File: config.mk
export PLATFORM = sky130hd
export DESIGN_NAME = sfd_top
export DESIGN_NICKNAME = d
export VERILOG_FILES = /design/src/logic/sfd_pkg.sv /design/src/logic/sfd_bpe_lut.sv /design/src/logic/sfd_top.sv
export SDC_FILE = /design/constraint.sdc
export NUM_CORES = 1
export LEC_CHECK = 0
export BUFFER_PORTS_ARGS = -buffer_cell sky130_fd_sc_hd__buf_2
export CELL_PAD_IN_SITES_DETAIL_PLACEMENT = 1
export CELL_PAD_IN_SITES_GLOBAL_PLACEMENT = 1
export CORE_MARGIN = 2
export CORE_UTILIZATION = 38
export CTS_BUF_LIST = sky130_fd_sc_hd__clkbuf_16
export CTS_CLUSTER_SIZE = 16
export DETAILED_ROUTE_END_ITERATION = 6
export PLACE_DENSITY_LB_ADDON = 0.1
export SLEW_MARGIN = 5
export SYNTH_ARGS = -nofsm -noshare
export SYNTH_HDL_FRONTEND = slang
export SYNTH_SLANG_ARGS = --single-unit
File: constraint.sdc
create_clock -name clk_i -period 1.8 [get_ports clk_i]
set_input_delay 0.36 -clock clk_i [delete_from_list [all_inputs] [get_ports clk_i]]
set_output_delay 0.36 -clock clk_i [all_outputs]
set_load 0.03 [all_outputs]
File: src/logic/sfd_pkg.sv
/*
 surface descriptor decode package: register map, field positions, reset values, format codes.
 assumes a classic wishbone slave with 32-bit data and byte addresses.
*/
package sfd_pkg;
	// ----------------------------------------------------------------
	// register byte offsets
	// ----------------------------------------------------------------
	localparam logic [7:0] SFD_OFF_WORD5   = 8'h00; // descriptor word with enables and offset
	localparam logic [7:0] SFD_OFF_WORD6   = 8'h04; // control surface / append address word
	localparam logic [7:0] SFD_OFF_WORD7   = 8'h08; // clear colours and min lod
	localparam logic [7:0] SFD_OFF_FORMAT  = 8'h0c; // format code and compression enable
	localparam logic [7:0] SFD_OFF_CTRL    = 8'h10; // surface kind control
	localparam logic [7:0] SFD_OFF_STATUS  = 8'h14; // decoded status
	localparam logic [7:0] SFD_OFF_ADDR    = 8'h18; // decoded side address
	// ----------------------------------------------------------------
	// field positions
	// ----------------------------------------------------------------
	localparam int SFD_BIT_CS_EN      = 0;  // control surface enable
	localparam int SFD_BIT_APPEND_EN  = 1;  // append counter enable
	localparam int SFD_CHROMA_MSB     = 13; // chroma row offset top bit
	localparam int SFD_CS_ADDR_LSB    = 12; // control surface base lsb
	localparam int SFD_APPEND_LSB     = 6;  // append counter address lsb
	localparam int SFD_BIT_CLR_R      = 31; // red clear select
	localparam int SFD_BIT_CLR_A      = 28; // alpha clear select
	localparam int SFD_LOD_MSB        = 11; // min lod top bit
	localparam int SFD_FMT_W          = 9;  // format code width
	localparam int SFD_BIT_ADAPT      = 9;  // compression enable in format reg
	localparam int SFD_BIT_TWO_PLANE  = 0;  // ctrl: two_plane_layout surface
	localparam int SFD_BIT_SAMPLED    = 1;  // ctrl: sampled surface
	localparam int SFD_BIT_RT         = 2;  // ctrl: render target
	localparam int SFD_BIT_MULTI      = 3;  // ctrl: multisampled
	// ----------------------------------------------------------------
	// reset values
	// ----------------------------------------------------------------
	localparam logic [31:0] SFD_RST_WORD = 32'h0000_0000;
	localparam logic [8:0]  SFD_FMT_RAW  = 9'h1ff; // untyped raw code
	localparam logic [8:0]  SFD_FMT_MONO = 9'h18e; // one_bit_monochrome_format
	localparam logic [31:0] SFD_ERR_DATA = 32'h0000_0000; // unmapped read data
	// ----------------------------------------------------------------
	// clear values
	// ----------------------------------------------------------------
	localparam logic clear_value_zero = 1'b0;
	localparam logic clear_value_one  = 1'b1;
	// bus state
	typedef enum logic [0:0] {
		SFD_IDLE = 1'b0,
		SFD_ACK  = 1'b1
	} sfd_bus_e;
endpackage

File: src/logic/sfd_bpe_lut.sv
/*
 format code to bits_per_element lookup.
 assumes a 9-bit code; purely combinational, read by the decoder core.
*/
`timescale 1ns/1ps
module sfd_bpe_lut
	import sfd_pkg::*;
(
	input  wire logic [8:0] code_i,  // format code
	output logic      [8:0] bpe_o,   // bits per element
	output logic            known_o  // code listed in table
);
	// ----------------------------------------------------------------
	// table
	// ----------------------------------------------------------------
	// range groups; holes left unknown
	always_comb begin
		bpe_o   = 9'h000;
		known_o = 1'b1;
		case (code_i) inside
			[9'h000:9'h008], [9'h020:9'h021]: bpe_o = 9'h080;
			[9'h040:9'h046], 9'h050:          bpe_o = 9'h060;
			[9'h080:9'h096], [9'h0a0:9'h0a1]: bpe_o = 9'h040;
			[9'h0c0:9'h0c5], [9'h0c7:9'h0d3], [9'h0d6:9'h0da],
			[9'h0dd:9'h0ee], [9'h0f0:9'h0f9],
			[9'h1b2:9'h1bb]:                  bpe_o = 9'h020;
			[9'h100:9'h11f], [9'h122:9'h127]: bpe_o = 9'h010;
			[9'h140:9'h150], [9'h152:9'h155]: bpe_o = 9'h008;
			9'h181, 9'h18e:                   bpe_o = 9'h001;
			9'h184, 9'h185:                   bpe_o = 9'h002;
			[9'h193:9'h196], 9'h1a8, 9'h1c8, 9'h1c9: bpe_o = 9'h018;
			9'h197, 9'h1bc:                   bpe_o = 9'h100;
			9'h198, 9'h1bd:                   bpe_o = 9'h0c0;
			[9'h19b:9'h19f], 9'h1b0, 9'h1b1:  bpe_o = 9'h030;
			9'h180, 9'h182, 9'h183, [9'h186:9'h18d], [9'h18f:9'h192],
			9'h199, 9'h19a, [9'h1a1:9'h1a5], [9'h1a9:9'h1af],
			[9'h1c0:9'h1c3], 9'h1ff:          bpe_o = 9'h000;
			default:                          known_o = 1'b0;
		endcase
	end
endmodule

File: src/logic/sfd_top.sv
/*
 surface descriptor upper-field decoder with a wishbone register file.
 assumes classic wishbone single cycles, one clock, synchronous reset.
*/
// Implementation choices: the register offsets and the Wishbone interface to the registers.
`timescale 1ns/1ps
module sfd_top
	import sfd_pkg::*;
#(
	parameter int ADDR_W = 8 // wishbone byte address width
)(
	input  wire logic              clk_i,          // core clock
	input  wire logic              rst_i,          // sync reset, high
	input  wire logic [ADDR_W-1:0] wb_adr_i,       // byte address
	input  wire logic [31:0]       wb_dat_i,       // write data
	input  wire logic [3:0]        wb_sel_i,       // byte enables
	input  wire logic              wb_we_i,        // write
	input  wire logic              wb_cyc_i,       // cycle
	input  wire logic              wb_stb_i,       // strobe
	output logic      [31:0]       wb_dat_o,       // read data
	output logic                   wb_ack_o,       // ack
	output logic                   append_use_o,   // append counter active
	output logic                   cs_use_o,       // control surface active
	output logic                   cs_pass_o,      // separate control pass
	output logic      [3:0]        clear_sel_o,    // rgba clear selects
	output logic      [11:0]       min_lod_o,      // u4.8 min lod
	output logic      [13:0]       chroma_row_o,   // chroma row offset
	output logic      [31:0]       side_addr_o,    // cs base or append address
	output logic      [8:0]        bits_per_element_o, // bpe of format
	output logic                   fmt_valid_o     // format supported
);
	// ----------------------------------------------------------------
	// elaboration check
	// ----------------------------------------------------------------
	if (ADDR_W < 5) begin : g_bad_w
		$error("sfd_top: ADDR_W too small for register map");
	end

	// ----------------------------------------------------------------
	// registers
	// ----------------------------------------------------------------
	logic [31:0] w5_q, w5_d;     // enables word
	logic [31:0] w6_q, w6_d;     // address word
	logic [31:0] w7_q, w7_d;     // clear / lod word
	logic [9:0]  fmt_q, fmt_d;   // code + compression enable
	logic [3:0]  ctl_q, ctl_d;   // surface kind
	logic [31:0] rd_q, rd_d;     // read data
	sfd_bus_e    bus_q, bus_d;   // ack state
	logic [8:0]  lut_bpe;        // table output
	logic        lut_known;      // table hit
	logic        req;            // fresh request
	logic [7:0]  off;            // low address byte

	assign req = wb_cyc_i && wb_stb_i && (bus_q == SFD_IDLE);
	assign off = 8'(wb_adr_i);

	// byte-lane merge
	function automatic logic [31:0] merge(input logic [31:0] old, input logic [31:0] nw,
		input logic [3:0] sel);
		logic [31:0] r;
		r = old;
		for (int i = 0; i < 4; i++) begin
			if (sel[i]) begin
				r[i*8 +: 8] = nw[i*8 +: 8];
			end
		end
		return r;
	endfunction

	// ----------------------------------------------------------------
	// format table
	// ----------------------------------------------------------------
	sfd_bpe_lut u_lut (
		.code_i  (fmt_q[SFD_FMT_W-1:0]),
		.bpe_o   (lut_bpe),
		.known_o (lut_known)
	);

	// ----------------------------------------------------------------
	// decoded view
	// ----------------------------------------------------------------
	logic        two_plane_layout, sampled, rt_or_s, multi, adapt;
	logic        cs_en, app_en, fmt_ok;
	logic [8:0]  bpe_v;
	logic [31:0] side_v;
	logic [3:0]  clr_v;
	logic [11:0] lod_v;
	logic [13:0] chroma_v;
	logic [31:0] status_v;

	// decode of current descriptor
	always_comb begin
		two_plane_layout  = ctl_q[SFD_BIT_TWO_PLANE];
		sampled = ctl_q[SFD_BIT_SAMPLED];
		rt_or_s = ctl_q[SFD_BIT_RT] | sampled;
		multi   = ctl_q[SFD_BIT_MULTI];
		adapt   = fmt_q[SFD_BIT_ADAPT];
		// enable bits only meaningful on non-two_plane_layout words
		cs_en   = !two_plane_layout && rt_or_s && w5_q[SFD_BIT_CS_EN];
		app_en  = !two_plane_layout && !w5_q[SFD_BIT_CS_EN]
			&& w5_q[SFD_BIT_APPEND_EN];
		// other encoding applies when compression set: not decoded here
		fmt_ok  = !adapt && lut_known;
		bpe_v   = fmt_ok ? lut_bpe : 9'h000;
		side_v  = 32'h0000_0000;
		if (cs_en) begin
			side_v = {w6_q[31:SFD_CS_ADDR_LSB], 12'h000};
		end else if (app_en) begin
			side_v = {w6_q[31:SFD_APPEND_LSB], 6'h00};
		end
		chroma_v = two_plane_layout ? w5_q[SFD_CHROMA_MSB:0] : 14'h0000;
		clr_v    = (rt_or_s && multi) ? w7_q[SFD_BIT_CLR_R:SFD_BIT_CLR_A]
			: {4{clear_value_zero}};
		lod_v    = sampled ? w7_q[SFD_LOD_MSB:0] : 12'h000;
		// bpe at 22:14, bits 13:8 spare, flags in 7:0
		status_v = {9'h000, bpe_v, 6'h00, fmt_ok, clr_v, multi && cs_en, cs_en, app_en};
	end

	// ----------------------------------------------------------------
	// wishbone slave
	// ----------------------------------------------------------------
	// one registered ack per request, a cycle after it, dropped next cycle
	always_comb begin
		w5_d  = w5_q;
		w6_d  = w6_q;
		w7_d  = w7_q;
		fmt_d = fmt_q;
		ctl_d = ctl_q;
		rd_d  = rd_q;
		bus_d = SFD_IDLE;
		if (req) begin
			bus_d = SFD_ACK;
			rd_d  = SFD_ERR_DATA;
			case (off)
				SFD_OFF_WORD5: begin
					rd_d = w5_q;
					if (wb_we_i) w5_d = merge(w5_q, wb_dat_i, wb_sel_i);
				end
				SFD_OFF_WORD6: begin
					rd_d = w6_q;
					if (wb_we_i) w6_d = merge(w6_q, wb_dat_i, wb_sel_i);
				end
				SFD_OFF_WORD7: begin
					rd_d = w7_q;
					if (wb_we_i) w7_d = merge(w7_q, wb_dat_i, wb_sel_i);
				end
				SFD_OFF_FORMAT: begin
					rd_d = {22'h000000, fmt_q};
					if (wb_we_i) fmt_d = 10'(merge({22'h000000, fmt_q}, wb_dat_i, wb_sel_i));
				end
				SFD_OFF_CTRL: begin
					rd_d = {28'h0000000, ctl_q};
					if (wb_we_i && wb_sel_i[0]) ctl_d = wb_dat_i[3:0];
				end
				SFD_OFF_STATUS: rd_d = status_v;
				SFD_OFF_ADDR:   rd_d = side_v;
				default:        rd_d = SFD_ERR_DATA; // unmapped reads zero, writes dropped
			endcase
		end
	end

	// register stage
	always_ff @(posedge clk_i) begin
		if (rst_i) begin
			w5_q  <= SFD_RST_WORD;
			w6_q  <= SFD_RST_WORD;
			w7_q  <= SFD_RST_WORD;
			fmt_q <= 10'h000;
			ctl_q <= 4'h0;
			rd_q  <= SFD_RST_WORD;
			bus_q <= SFD_IDLE;
		end else begin
			w5_q  <= w5_d;
			w6_q  <= w6_d;
			w7_q  <= w7_d;
			fmt_q <= fmt_d;
			ctl_q <= ctl_d;
			rd_q  <= rd_d;
			bus_q <= bus_d;
		end
	end

	// ----------------------------------------------------------------
	// registered outputs
	// ----------------------------------------------------------------
	logic        app_q, cs_q, pass_q, fv_q;
	logic [3:0]  clr_q;
	logic [11:0] lod_q;
	logic [13:0] chr_q;
	logic [31:0] side_q;
	logic [8:0]  bpe_q;

	// outputs follow decode one cycle later
	always_ff @(posedge clk_i) begin
		if (rst_i) begin
			app_q  <= 1'b0;
			cs_q   <= 1'b0;
			pass_q <= 1'b0;
			fv_q   <= 1'b0;
			clr_q  <= 4'h0;
			lod_q  <= 12'h000;
			chr_q  <= 14'h0000;
			side_q <= 32'h0000_0000;
			bpe_q  <= 9'h000;
		end else begin
			app_q  <= app_en;
			cs_q   <= cs_en;
			pass_q <= cs_en && multi && sampled;
			fv_q   <= fmt_ok;
			clr_q  <= clr_v;
			lod_q  <= lod_v;
			chr_q  <= chroma_v;
			side_q <= side_v;
			bpe_q  <= bpe_v;
		end
	end

	assign wb_dat_o           = rd_q;
	assign wb_ack_o           = (bus_q == SFD_ACK);
	assign append_use_o       = app_q;
	assign cs_use_o           = cs_q;
	assign cs_pass_o          = pass_q;
	assign clear_sel_o        = clr_q;
	assign min_lod_o          = lod_q;
	assign chroma_row_o       = chr_q;
	assign side_addr_o        = side_q;
	assign bits_per_element_o = bpe_q;
	assign fmt_valid_o        = fv_q;
endmodule

# After elaboration in Yosys (flattened, before gate mapping)
# Cells that the tools add are included.
[word_totals]
wordCells = 198
out_inout_bits = 108
ff_bits = 218
in_bits = 49
[op_classes]
mux = 31
bitwise = 4
n_eq_ne = 26
reduce_logical = 67
magnitude_cmp = 44
[op_table]
columns = ["operator", "n"]
rows = [
  ["32-bit case mux with 7 select lines", 1],
  ["9-bit == test, second input constant", 19],
  ["9-bit greater-or-equal comparator, second input constant", 12],
  ["9-bit <= comparator, second input constant", 12],
  ["9-bit two-way mux", 11],
  ["32-bit two-way mux", 2],
  ["9-bit by 8-bit greater-or-equal comparator with 1-bit output, second input constant", 7],
  ["9-bit by 8-bit <= comparator with 1-bit output, second input constant", 7],
  ["4-bit AND reduction", 14],
  ["1-bit logical AND", 33],
  ["8-bit by 5-bit == test with 1-bit output, second input constant", 3],
  ["2-bit OR reduction", 11],
  ["8-bit by 4-bit == test with 1-bit output, second input constant", 2],
  ["1-bit two-way mux", 14],
  ["11-bit OR reduction", 1],
  ["9-bit by 7-bit == test with 1-bit output, second input constant", 1],
  ["9-bit by 1-bit greater-or-equal comparator with 1-bit output, second input constant", 1],
  ["9-bit by 6-bit greater-or-equal comparator with 1-bit output, second input constant", 1],
  ["9-bit by 7-bit greater-or-equal comparator with 1-bit output, second input constant", 1],
  ["9-bit by 4-bit <= comparator with 1-bit output, second input constant", 1],
  ["9-bit by 6-bit <= comparator with 1-bit output, second input constant", 1],
  ["9-bit by 7-bit <= comparator with 1-bit output, second input constant", 1],
  ["8-bit by 3-bit == test with 1-bit output, second input constant", 1],
  ["8-bit zero test", 1],
  ["other kinds (10)", 14],
]

# Longest topological paths before layout
[depth]
ltp_word = 19
depth_mapped = 9
ltp_nobuf = 7

# Hierarchy
# A second synthesis with hierarchy kept.
[unflattened]
hier_cells = 920
area_unflattened_um2 = 9217.6
[modules_own_cells]
columns = ["mod", "area_each_um2", "seq_area_each_um2", "cells_each", "instances"]
rows = [
  ["sfd_top", 8419.3, 4244.1, 805, 1],
  ["sfd_bpe_lut", 798.3, 0.0, 115, 1],
]

# Least setup slack after synthesis
# Ideal clock, no wire load.
[synth_timing]
path_type = "input to register"
from = "input wb_adr_i[5]"
to = "register w5_q[23]"
arrival_ns = 1.765
path_buffers = 0
cell_stages = 7
setup_slack_ns = -0.093
cell_sequence = "nor4_2 and2b_4 nand2b_4 nor3_4 nand4_4 mux2i_1 nor2_1"
[synth_via]
elab_chain_cells = 2
[synth_lines]
columns = ["element", "line", "source"]
rows = [
  ["start, declared", "sfd_top.sv:14", "input wire logic [ADDR_W-1:0] wb_adr_i,"],
  ["8-bit zero test", "sfd_top.sv:134", "case (off)"],
  ["4-bit AND reduction (no source line)", "n/a", ""],
  ["end signal, assigned", "sfd_top.sv:173", "w5_q <= w5_d;"],
  ["end, declared", "sfd_top.sv:42", "logic [31:0] w5_q, w5_d;"],
]
# Every way passes these cells.
# A chain may end at the register's enable or synchronous reset.

# Final worst setup path
[layout_timing]
from = "register fmt_q[6]"
to = "register bpe_q[4] (netlist: bits_per_element_o[4])"
[layout_via]
elab_chain_cells = 18
[layout_lines]
columns = ["element", "line", "source"]
rows = [
  ["start, declared", "sfd_top.sv:45", "logic [9:0] fmt_q, fmt_d;"],
  ["start signal, assigned", "sfd_top.sv:176", "fmt_q <= fmt_d;"],
  ["9-bit greater-or-equal comparator (no source line) / 9-bit <= comparator (equally long branches)", "n/a", ""],
  ["1-bit logical AND (no source line)", "n/a", ""],
  ["11-bit OR reduction", "sfd_bpe_lut.sv:20", "case (code_i) inside"],
  ["1-bit two-way mux (13 in series)", "sfd_bpe_lut.sv:20", ""],
  ["1-bit logical AND", "sfd_top.sv:103", "fmt_ok = !adapt && lut_known;"],
  ["9-bit two-way mux (*)", "sfd_top.sv:104", "bpe_v = fmt_ok ? lut_bpe : 9'h000;"],
  ["end signal, assigned", "sfd_top.sv:214", "bpe_q <= bpe_v;"],
  ["end, declared", "sfd_top.sv:191", "logic [8:0] bpe_q;"],
]
# Mark *: on every way between the ends. The rest lies on a longest branch, timed or not.

==> results.json <==
{
  "status": "finished with violations",
  "violations": "negative setup slack",
  "diodes": 0,
  "critPathCaptureType": "register",
  "worst_ep_required_time_ns": 2.20,
  "yosys_warnings": 0,
  "ys_ff_latch": 211,
  "rr_startpoint": "fmt_q[6]",
  "cellLeakagePower_nw": 5.27,
  "critical-path-top-delay-family": "simple AND/OR/NAND/NOR gates",
  "holdCritStartpoint": "wb_dat_i[19]",
  "grt.total_usage_pct": 23.2,
  "ys.flop_type": "dfxtp_1",
  "skew_ns": 0.00787,
  "grt_max_degree": 93,
  "dpl.cell_count": 1436,
  "vias": 7823,
  "critPathArrivalTime_ns": 2.33,
  "final_nets": 1235,
  "r2r_end": "bits_per_element_o[4]",
  "regArea_sq_um": 4250,
  "hold_buffers": 0,
  "layout_setup_ws_ns": -0.122,
  "hold_end": "w5_q[19]",
  "post-route-util_pct": 51.3,
  "synth_edf_count": 0,
  "drcViolationCount": 0,
  "synth_cells": 944,
  "max_slew_margin_pct": 27.6,
  "cts_tree": "built",
  "setup_viol_count_final": 12,
  "netlist_area_sq_um": 8740,
  "crit_slowest_cell": "or3_4",
  "powerDensity_nw_per_um2": 850,
  "p_sw_share_pct": 23.7,
  "vias_per_cell": 5.26,
  "path_clk_slew_ns": 0.06,
  "r2r_setup_slack_ns": -0.12,
  "switching_power_mw": 2.33,
  "path_class": "reg -> reg",
  "gp_congestion": 0.851,
  "ir_drop_v": 0.000792,
  "initial_utilization_pct": 38.7,
  "syn_avg_cell_area_sq_um": 9.25,
  "root_buffer": "clkbuf_16",
  "numCtsBuffers": 24,
  "multiInputGateArea_sq_um": 4320,
  "path_buf_inv": 0,
  "grt_pass1_wl_microns": 44400,
  "power_frac_clock_pct": 46.4,
  "crit_path_max_incr_delay_ns": 0.40,
  "drv_cap": 0,
  "hold_viol": 0,
  "maxSlewViolCount": 0,
  "wl_microns": 29000,
  "core-area_sq_um": 22600,
  "layout.cells.non_filler": 1488,
  "grt_setup_unrepaired": "yes",
  "die_x_microns": 156,
  "critPathMaxFanout": 5,
  "clock-sinks": 211,
  "worst_pin_slew_ns": 1.08,
  "power_frac_comb_pct": 5.7,
  "dieArea_sq_um": 24200,
  "htree_num_levels": 1,
  "hp-class": "in -> reg",
  "cp-start-kind": "register",
  "clk_path_buf_depth": 3,
  "rr_worst_depth": 7,
  "grt_pass1_vias": 8054,
  "synth_cell_type_count": 69,
  "top_level_ports": 157,
  "wire_per_inst_microns": 19.5,
  "mostFrequentLayoutCell": "dfxtp_1",
  "drive_above_1_share_pct": 31.6,
  "overflow": 0,
  "hold-path-cell-count": 3,
  "async_flop_share_pct": 0,
  "fill_cells": 2641,
  "dr.first_iter.drc_count": 326,
  "clock_latency_ns": 0.52,
  "first_pass_iters": 5,
  "drtAntennaViolNets": 0,
  "layout_common_cells": "202 x dfxtp_1, 148 x buf_2, 137 x nor2_1",
  "seq_power_share_pct": 47.9,
  "die_h_microns": 156,
  "period_minus_slack_ns": 1.92,
  "crit_top_cell": "or3_4",
  "antenna_found_initial": 0,
  "path_cells": "or3_4, a21oi_2, nand2_1, a32o_1, or3_4, o21ai_4, nor2b_1",
  "hpwl_microns": 20800,
  "layout-area-overhead-vs-synth_pct": 32.6,
  "port_buffers": 149,
  "fmax_mhz": 520,
  "intPower_mw": 7.51,
  "seq_area_frac_synth_pct": 48.4,
  "fin_crit_sh_pct": 107,
  "core.rowCount": 55
}
tightest hold or removal path, cell delays in order:
cell,delay (ns)
buf_2,0.10
mux2i_1,0.07
nor2_1,0.07
Yosys cell counts, types with 3 or more instances:
cell type	instances	area, sq um
and3_1	7	43.8
a22oi_1	8	60.1
buf_4	13	97.6
o211ai_1	5	37.5
buf_2	23	115
inv_1	6	22.5
a31oi_1	4	25.0
a22o_1	4	35.0
a211oi_1	11	82.6
and3b_1	3	26.3
dfxtp_1	211	4220
nand4_4	3	63.8
nand2b_1	4	25.0
nand2_1	52	195
nor2_1	143	537
o22ai_1	4	25.0
nor2b_1	12	75.1
and2_1	59	369
nor3_1	28	140
a221oi_1	8	70.1
nand3_1	43	215
mux2i_1	102	1020
nand4_1	10	62.6
nor3b_1	4	30.0
clkbuf_1	30	113
mux2_2	5	56.3
a21oi_1	56	280
nand3b_1	3	22.5
o21ai_0	27	135
cell type report:
cell class	instances	area share (%)
inverter	6	0.227
sequential	211	36.7
timing repair buffer	278	16.3
clock inverter	18	0.897
multi-input combinational	665	37.3
tap	285	3.08
clock buffer	25	5.40
power by group through the flow:
stage / clock network (mW) / registers (mW) / logic [mW]
2_1_floorplan: 0 / 4.89 / 0.243
3_3_place_gp: 0 / 4.83 / 0.543
3_5_place_dp: 0 / 4.83 / 0.547
4_1_cts: 4.67 / 4.72 / 0.551
5_1_grt: 4.83 / 4.72 / 0.599
6_report: 4.57 / 4.72 / 0.556
flip-flops by register name (all words and copies together), names as in the netlist:
signal and flops:
side_addr_o 26, w6_q 32, cs_pass_o 1, chroma_row_o 14, clear_sel_o 4, wb_dat_o 32
wb_ack_o 1, w5_q 32, ctl_q 4, w7_q 32, fmt_q 10, fmt_valid_o 1
append_use_o 1, bits_per_element_o 8, cs_use_o 1, min_lod_o 12
kinds of logic after synthesis:
logic type	count (synthesis)	synth area share (%)
compound gates	148	10.8
xor+xnor	1	0.100
buf+inv	76	4.33
flops	211	48.4
mux	109	12.8
other cells	1	0.0429
simple gates	398	23.5
worst max path at each step:
stage          cells past startpoint   startpoint               endpoint
2_1_floorplan                      7  wb_adr_i[5]               w5_q[31]
3_3_place_gp                       7     fmt_q[2]           wb_dat_o[18]
3_5_place_dp                       9  wb_adr_i[5]           wb_dat_o[19]
4_1_cts                            7     fmt_q[6]  bits_per_element_o[4]
5_1_grt                            9     fmt_q[4]  bits_per_element_o[4]
6_report                           7     fmt_q[6]  bits_per_element_o[4]
metal layers:
metal	wire (microns)	GRT usage [%]	vias up
met5	0	0	-
met4	459	5.99	0
met3	1310	3.42	32
met2	13700	38.9	162
met1	13600	31.3	3847
li1	-	-	3782
through the flow:
stage / hold WS (ns) / total power, mW / TNS, ns / instance area [sq um] / setup WS, ns
6_report: 0.117 / 9.84 / -0.962 / 11600 / -0.122
5_1_grt: 0.117 / 10.1 / -2.05 / 11600 / -0.213
4_1_cts: 0.105 / 9.94 / -1.11 / 11500 / -0.155
3_5_place_dp: 0.454 / 5.37 / -43.54 / 10600 / -0.439
3_3_place_gp: 0.440 / 5.37 / -38.92 / 10600 / -0.410
2_1_floorplan: 0.433 / 5.14 / -0.692 / 8770 / -0.0457
what timing repair did:
| item | 4_1_cts | 5_1_grt |
|---|---|---|
| buffers inserted | 3 | 4 |
| gates cloned | 0 | 2 |
| setup endpoints to repair | 15 | 35 |
| endpoints found under the hold margin | 0 | 0 |
| pin swaps | 20 | 13 |
| resized for setup | 42 | 27 |
Note: power is estimated with default switching activity, not from simulation.
